`src/hdl/rtxc_pkg.sv`:
```
package rtxc_pkg;

    localparam int WORD_W = 32;
    localparam int SEL_W  = 5;

    localparam logic [4:0] SEL_LSB = 5'h00;
    localparam logic [4:0] SEL_MSB = 5'h04;

    localparam logic [4:0] ADDR_POWER_CAL   = 5'h00;
    localparam logic [4:0] ADDR_LEVEL_REF   = 5'h01;
    localparam logic [4:0] ADDR_CONVERTER   = 5'h02;
    localparam logic [4:0] ADDR_MUX_RDBK    = 5'h03;
    localparam logic [4:0] ADDR_TEST_STATUS = 5'h04;
    localparam logic [4:0] ADDR_RAMP        = 5'h05;

    localparam int BIT_SECOND_CAL   = 12;
    localparam int BIT_FIRST_CAL    = 11;
    localparam int BIT_OSC_PWR      = 10;
    localparam int BIT_OSC_CAL      = 9;
    localparam int BIT_CONV_PWR     = 8;
    localparam int BIT_SECOND_PWR   = 7;
    localparam int BIT_FIRST_PWR    = 6;
    localparam int BIT_LO_PWR       = 5;
    localparam int LEVEL_REF_LSB    = 5;
    localparam int CONV_START_BIT   = 15;
    localparam int CONV_AVG_LSB     = 13;
    localparam int CONV_DIV_LSB     = 5;
    localparam int MUX_SEL_LSB      = 12;
    localparam int IO_LEVEL_BIT     = 11;
    localparam int RDBK_SEL_LSB     = 5;
    localparam int TEST_SEL_LSB     = 5;
    localparam int RAMP_ON_BIT      = 29;

    localparam logic [3:0]  MUX_RAMP_STATUS = 4'hf;
    localparam logic [7:0]  RST_LEVEL_REF   = 8'h00;
    localparam logic [7:0]  RST_CONV_DIV    = 8'h00;
    localparam logic [1:0]  RST_CONV_AVG    = 2'h0;
    localparam logic [3:0]  RST_MUX_SEL     = 4'h0;
    localparam logic [5:0]  RST_RDBK_SEL    = 6'h00;
    localparam logic [14:0] RST_TEST_SEL    = 15'h0000;

    typedef struct packed {
        logic oscillator_power_on;
        logic converter_power_on;
        logic second_output_power_on;
        logic first_output_power_on;
        logic local_osc_output_power_on;
    } rtxc_power_t;

    typedef struct packed {
        logic second_output_level_cal;
        logic first_output_level_cal;
        logic oscillator_calibrate;
    } rtxc_cal_t;

    typedef struct packed {
        logic [1:0] average_sel;
        logic [7:0] clock_div;
    } rtxc_conv_t;

endpackage

```
`src/hdl/rtxc_regs.sv`:
```
`timescale 1ns/100ps
`default_nettype none

module rtxc_regs (
    input  wire logic                  ref_clk,
    input  wire logic                  sys_rst,
    input  wire logic                  word_valid,
    input  wire logic [31:0]           word_data,
    input  wire logic                  frac_lsb_written,
    input  wire logic                  modulator_reset_control,
    input  wire logic                  trigger_on_pin_enable,
    input  wire logic                  tx_data_pin,
    output rtxc_pkg::rtxc_power_t      power_ctl,
    output rtxc_pkg::rtxc_cal_t        cal_start,
    output logic [7:0]                 level_cal_target_code,
    output logic                       conv_start,
    output rtxc_pkg::rtxc_conv_t       conv_ctl,
    output logic [3:0]                 mux_select,
    output logic                       io_level_high,
    output logic [5:0]                 readback_select,
    output logic [14:0]                test_select,
    output logic                       analogue_test_pin_hiz,
    output logic                       ramp_status_on_mux,
    output logic                       ramp_enable,
    output logic                       ramp_run,
    output logic                       ramp_to_initial,
    output logic                       ramp_rearmed,
    output logic                       modulator_reset,
    output logic                       load_buffered
);

    logic [4:0]            sel;
    logic                  hit0;
    logic                  hit1;
    logic                  hit2;
    logic                  hit3;
    logic                  hit4;
    logic                  hit5;
    logic                  tx_meta;
    logic                  tx_sync;
    logic                  tx_prev;
    logic                  pin_stop;
    rtxc_pkg::rtxc_power_t next_power_ctl;
    rtxc_pkg::rtxc_cal_t   next_cal_start;
    logic [7:0]            next_level_cal_target_code;
    logic                  next_conv_start;
    rtxc_pkg::rtxc_conv_t  next_conv_ctl;
    logic [3:0]            next_mux_select;
    logic                  next_io_level_high;
    logic [5:0]            next_readback_select;
    logic [14:0]           next_test_select;
    logic                  next_ramp_enable;
    logic                  next_ramp_to_initial;
    logic                  next_ramp_rearmed;
    logic                  next_modulator_reset;
    logic                  next_load_buffered;

    assign sel  = word_data[rtxc_pkg::SEL_MSB:rtxc_pkg::SEL_LSB];
    assign hit0 = word_valid && (sel == rtxc_pkg::ADDR_POWER_CAL);
    assign hit1 = word_valid && (sel == rtxc_pkg::ADDR_LEVEL_REF);
    assign hit2 = word_valid && (sel == rtxc_pkg::ADDR_CONVERTER);
    assign hit3 = word_valid && (sel == rtxc_pkg::ADDR_MUX_RDBK);
    assign hit4 = word_valid && (sel == rtxc_pkg::ADDR_TEST_STATUS);
    assign hit5 = word_valid && (sel == rtxc_pkg::ADDR_RAMP);

    // The transmit-data pin is asynchronous, so only the second and third stages feed logic.
    always_ff @(posedge ref_clk) begin
        if (sys_rst) begin
            tx_meta <= 1'b0;
            tx_sync <= 1'b0;
            tx_prev <= 1'b0;
        end else begin
            tx_meta <= tx_data_pin;
            tx_sync <= tx_meta;
            tx_prev <= tx_sync;
        end
    end

    assign pin_stop = trigger_on_pin_enable && tx_prev && !tx_sync && ramp_enable;

    // The pin and ramp_enable both gate the ramp while pin triggering is on.
    assign ramp_run              = ramp_enable && (!trigger_on_pin_enable || tx_sync);
    assign analogue_test_pin_hiz = (test_select == 15'h0000);
    assign ramp_status_on_mux    = (mux_select == rtxc_pkg::MUX_RAMP_STATUS);

    always_comb begin
        next_power_ctl             = power_ctl;
        next_cal_start             = '0;
        next_level_cal_target_code = level_cal_target_code;
        next_conv_start            = 1'b0;
        next_conv_ctl              = conv_ctl;
        next_mux_select            = mux_select;
        next_io_level_high         = io_level_high;
        next_readback_select       = readback_select;
        next_test_select           = test_select;
        next_ramp_enable           = ramp_enable;
        next_ramp_to_initial       = pin_stop;
        next_ramp_rearmed          = ramp_rearmed;
        next_modulator_reset       = 1'b0;
        next_load_buffered         = 1'b0;
        if (hit0) begin
            // Both transmit bits set together is a host fault; the bits are passed as written.
            next_power_ctl.oscillator_power_on       = word_data[rtxc_pkg::BIT_OSC_PWR];
            next_power_ctl.converter_power_on        = word_data[rtxc_pkg::BIT_CONV_PWR];
            next_power_ctl.second_output_power_on    = word_data[rtxc_pkg::BIT_SECOND_PWR];
            next_power_ctl.first_output_power_on     = word_data[rtxc_pkg::BIT_FIRST_PWR];
            next_power_ctl.local_osc_output_power_on = word_data[rtxc_pkg::BIT_LO_PWR];
            next_cal_start.second_output_level_cal   = word_data[rtxc_pkg::BIT_SECOND_CAL];
            next_cal_start.first_output_level_cal    = word_data[rtxc_pkg::BIT_FIRST_CAL];
            next_cal_start.oscillator_calibrate      = word_data[rtxc_pkg::BIT_OSC_CAL];
        end
        if (hit1) begin
            next_level_cal_target_code = word_data[rtxc_pkg::LEVEL_REF_LSB +: 8];
        end
        if (hit2) begin
            next_conv_start           = word_data[rtxc_pkg::CONV_START_BIT];
            next_conv_ctl.average_sel = word_data[rtxc_pkg::CONV_AVG_LSB +: 2];
            next_conv_ctl.clock_div   = word_data[rtxc_pkg::CONV_DIV_LSB +: 8];
        end
        if (hit3) begin
            next_mux_select      = word_data[rtxc_pkg::MUX_SEL_LSB +: 4];
            next_io_level_high   = word_data[rtxc_pkg::IO_LEVEL_BIT];
            next_readback_select = word_data[rtxc_pkg::RDBK_SEL_LSB +: 6];
        end
        if (hit4) begin
            next_test_select = word_data[rtxc_pkg::TEST_SEL_LSB +: 15];
        end
        // Rearm is taken by a ramp start and set by the pin or a register 6 write; set wins.
        if (hit5 && word_data[rtxc_pkg::RAMP_ON_BIT]) begin
            next_ramp_rearmed = 1'b0;
        end
        if (pin_stop || frac_lsb_written) begin
            next_ramp_rearmed = 1'b1;
        end
        if (hit5) begin
            next_ramp_enable     = word_data[rtxc_pkg::RAMP_ON_BIT];
            next_load_buffered   = 1'b1;
            next_modulator_reset = !modulator_reset_control;
        end
    end

    always_ff @(posedge ref_clk) begin
        if (sys_rst) begin
            power_ctl             <= '0;
            cal_start             <= '0;
            level_cal_target_code <= rtxc_pkg::RST_LEVEL_REF;
            conv_start            <= 1'b0;
            conv_ctl              <= {rtxc_pkg::RST_CONV_AVG, rtxc_pkg::RST_CONV_DIV};
            mux_select            <= rtxc_pkg::RST_MUX_SEL;
            io_level_high         <= 1'b0;
            readback_select       <= rtxc_pkg::RST_RDBK_SEL;
            test_select           <= rtxc_pkg::RST_TEST_SEL;
            ramp_enable           <= 1'b0;
            ramp_to_initial       <= 1'b0;
            ramp_rearmed          <= 1'b1;
            modulator_reset       <= 1'b0;
            load_buffered         <= 1'b0;
        end else begin
            power_ctl             <= next_power_ctl;
            cal_start             <= next_cal_start;
            level_cal_target_code <= next_level_cal_target_code;
            conv_start            <= next_conv_start;
            conv_ctl              <= next_conv_ctl;
            mux_select            <= next_mux_select;
            io_level_high         <= next_io_level_high;
            readback_select       <= next_readback_select;
            test_select           <= next_test_select;
            ramp_enable           <= next_ramp_enable;
            ramp_to_initial       <= next_ramp_to_initial;
            ramp_rearmed          <= next_ramp_rearmed;
            modulator_reset       <= next_modulator_reset;
            load_buffered         <= next_load_buffered;
        end
    end
endmodule

`default_nettype wire

```
`config.mk`:
```
export PLATFORM = sky130hd
export DESIGN_NAME = rtxc_regs
export DESIGN_NICKNAME = d
export VERILOG_FILES = /design/src/hdl/rtxc_pkg.sv /design/src/hdl/rtxc_regs.sv
export SDC_FILE = /design/constraint.sdc
export NUM_CORES = 1
export LEC_CHECK = 0
export BUFFER_PORTS_ARGS = -buffer_cell sky130_fd_sc_hd__buf_4
export CAP_MARGIN = 20
export CORE_AREA = 3 3 71 123
export DETAILED_ROUTE_END_ITERATION = 10
export DIE_AREA = 0 0 74 126
export GPL_TIMING_DRIVEN = 0
export PLACE_DENSITY = 0.67
export SYNTH_ARGS = -nofsm -noshare
export SYNTH_HDL_FRONTEND = slang
export SYNTH_SLANG_ARGS = --single-unit
```
`constraint.sdc`:
```
create_clock -name ref_clk -period 2.1 [get_ports ref_clk]
set_input_delay 0.63 -clock ref_clk [delete_from_list [all_inputs] [get_ports ref_clk]]
set_output_delay 0.63 -clock ref_clk [all_outputs]
set_load 0.02 [all_outputs]
```
==> insert_results.sql <==
INSERT INTO impl_metrics (metric_group, metric, value, unit) VALUES
('status', 'run_status', 'complete, no violations', ''),
('global_route', 'initial_antenna_violation_count', '0', ''),
('setup_path', 'timing.critical_path.buf_inv', '1', ''),
('cells_and_area', 'post_route_cells_drive_above_1_share', '32.5', '%'),
('setup_path', 'reg2reg_slack', '1.07', 'ns'),
('die', 'die-height', '126', 'um'),
('global_route', 'wire_length_of_the_first_global_routing_pass', '10.9', 'mm'),
('synth', 'synth_seq_area_share', '50.6', '%'),
('global_route', 'gr_ovfl_total', '0', ''),
('synth', 'syn-mean-instance-area', '10.2', 'sq um'),
('cells_and_area', 'n_antenna_cell', '0', ''),
('routing', 'drt_wl_total', '6.88', 'mm'),
('routing', 'drcViolationCount', '0', ''),
('global_route', 'global_route_usage_sum', '15.9', '%'),
('clock_network', 'root_buffer', 'sky130_fd_sc_hd__clkbuf_16', ''),
('power', 'ir_worst_vdd', '429', 'uV'),
('setup_path', 'worst_setup_path_start_kind', 'flip-flop', ''),
('setup_path', 'cp_num_cells', '3', ''),
('sta', 'finalHoldViolCount', '0', ''),
('synth', 'synth_top_area_share', '50.6', '%'),
('synth', 'top_ff_cell_synth', 'sky130_fd_sc_hd__dfxtp_1', ''),
('clock_network', 'cts_max_path_buffers', '2', ''),
('synth', 'syn-num-nets', '275', ''),
('placement', 'dpl.cell_count', '412', ''),
('die', 'ios', '100', ''),
('die', 'coreArea', '7910', 'sq um'),
('run', 'max_cap_violations', '0', ''),
('die', 'fp-row-count', '43', ''),
('synth', 'edff_count_synth', '0', ''),
('placement', 'port_buffer_count', '86', ''),
('die', 'die_width', '74', 'um'),
('sta', 'max_freq', '497', 'MHz'),
('sta', 'final.period_utilization', '95.9', '%'),
('cells_and_area', 'layoutNonFillerInstCount', '428', ''),
('global_route', 'grt_max_degree', '11', ''),
('cells_and_area', 'regArea', '1220', 'sq um'),
('die', 'initial_core_utilization', '30.5', '%'),
('placement', 'detailedPlacementHpwl', '5.31', 'mm'),
('routing', 'route.antenna.remaining_nets', '0', ''),
('setup_path', 'reg2reg_start', 'tx_sync$_SDFF_PP0_', ''),
('sta', 'rsz0062_at_grt', 'false', ''),
('clock_network', 'clock_tree.htree_level_count', '3', ''),
('power', 'power.total', '2860', 'uW'),
('synth', 'netlist_instances', '236', ''),
('clock_network', 'cts_resized', '0', ''),
('global_route', 'grt_pass1_vias', '2116', ''),
('sta', 'finClkSkew', '0.00293', 'ns'),
('setup_path', 'critPathMaxStageDelay', '0.33', 'ns'),
('clock_network', 'cts_tree', 'yes', ''),
('setup_path', 'timing_worst_setup_path_type', 'reg -> out', ''),
('setup_path', 'capturing_point_of_the_worst_reg2reg_path', 'ramp_rearmed$_SDFFE_PP1P_', ''),
('setup_path', 'launching_instance_or_port_of_the_critical_path', 'test_select[2]$_SDFFE_PP0P_', ''),
('power', 'p_leak', '0.00160', 'uW'),
('synth', 'synth-seq-cells', '61', ''),
('synth', 'synth-warning-count', '0', ''),
('clock_network', 'post_cts_buffers', '0', ''),
('synth', 'netlist_area', '2410', 'sq um'),
('clock_network', 'clock_sink_count', '61', ''),
('sta', 'tightest_pin_transition', '0.627', 'ns'),
('synth', 'synth.area.top_cells', 'sky130_fd_sc_hd__dfxtp_1, sky130_fd_sc_hd__mux2i_1, sky130_fd_sc_hd__nand2b_1', ''),
('sta', 'finalSetupTns', '0', 'ns'),
('sta', 'timing.max_slew.rel_slack', '58.0', '%'),
('cells_and_area', 'layout.nets', '372', ''),
('sta', 'final_critical_path_setup_slack', '0.0861', 'ns'),
('routing', 'drt_pre_antenna_iters', '4', ''),
('setup_path', 'crit_slowest_cell', 'sky130_fd_sc_hd__nor3_1', ''),
('clock_network', 'cts-hold-fix-buffers', '0', ''),
('setup_path', 'crit_arrival', '1.38', 'ns'),
('synth', 'synth_top_cell_by_area', 'sky130_fd_sc_hd__dfxtp_1', ''),
('placement', 'dp_worst_setup_slack', '0.0537', 'ns'),
('power', 'power_density', '820', 'nW/um^2');
worst min path at each step:
stage | slack [ns] | cells after the start | to | from
floorplan | 0.41 | 1 | tx_sync$_SDFF_PP0_ | tx_meta$_SDFF_PP0_
global placement | 0.43 | 1 | tx_sync$_SDFF_PP0_ | tx_meta$_SDFF_PP0_
detailed placement | 0.44 | 1 | tx_sync$_SDFF_PP0_ | tx_meta$_SDFF_PP0_
CTS | 0.45 | 1 | tx_sync$_SDFF_PP0_ | tx_meta$_SDFF_PP0_
global route | 0.46 | 1 | tx_sync$_SDFF_PP0_ | tx_meta$_SDFF_PP0_
finish | 0.44 | 1 | tx_sync$_SDFF_PP0_ | tx_meta$_SDFF_PP0_
kinds of logic (layout without fill, tap and decap cells):
kind of cell | after synthesis | count (layout) | synth area share (%)
and+or+nand+nor | 95 | 95 | 25.0
DFF | 61 | 61 | 50.6
muxes | 35 | 35 | 14.5
AOI/OAI and AO/OA | 31 | 31 | 7.31
buffers and inverters | 14 | 116 | 2.64
layout by cell type (no fill, tap or decap), drive strengths merged:
cell type and count:
or2 1, dfxtp 61, a21bo 1, a21oi 5
and3 2, nand2b 47, and4 2, nand3 6
nor3 3, clkinv 3, buf 90, bufinv 1
and4bb 1, nor3b 3, a2111o 1, clkbuf 22
nand2 4, nor2 3, or4b 1, nor2b 17
nor4b 1, nand4bb 1, o31ai 4, o21ai 20
nor4 3, mux2i 35
stage by stage:
step | area [sq um] | hold WS, ns
CTS | 3480 | 0.449
global placement | 3170 | 0.432
floorplan | 2410 | 0.414
finish | 3480 | 0.441
global route | 3480 | 0.462
detailed placement | 3170 | 0.437
cell type report:
class,instances,area share (%)
Buffer,14,1.83
Clock buffer,12,7.65
Clock inverter,4,1.29
Timing Repair Buffer,86,18.5
Sequential cell,61,35.0
Multi-Input combinational cell,161,32.4
Tap cell,90,3.23
state kept, by name, summed over array words and instances (netlist names), 3 cells and up:
| signal | count |
|---|---|
| cal_start | 3 |
| conv_ctl | 10 |
| level_cal_target_code | 8 |
| mux_select | 4 |
| power_ctl | 5 |
| readback_select | 6 |
| test_select | 15 |
report_power, final:
part | switching [uW] | total [uW] | internal [uW] | leakage [uW]
logic | 88.9 | 166 | 77.1 | 0.000953
registers | 5.54 | 1170 | 1170 | 0.000492
clock network | 510 | 1520 | 1010 | 0.000158
per-layer routing:
| metal | routed length (um) | GRT usage (%) | vias to the layer above |
|---|---|---|---|
| li1 | - | - | 1003 |
| met1 | 2470 | 15.8 | 951 |
| met2 | 3790 | 28.2 | 58 |
| met3 | 363 | 3.75 | 16 |
| met4 | 260 | 9.82 | 0 |
| met5 | 0 | 0 | - |
Power figures use the tool's default switching activity.
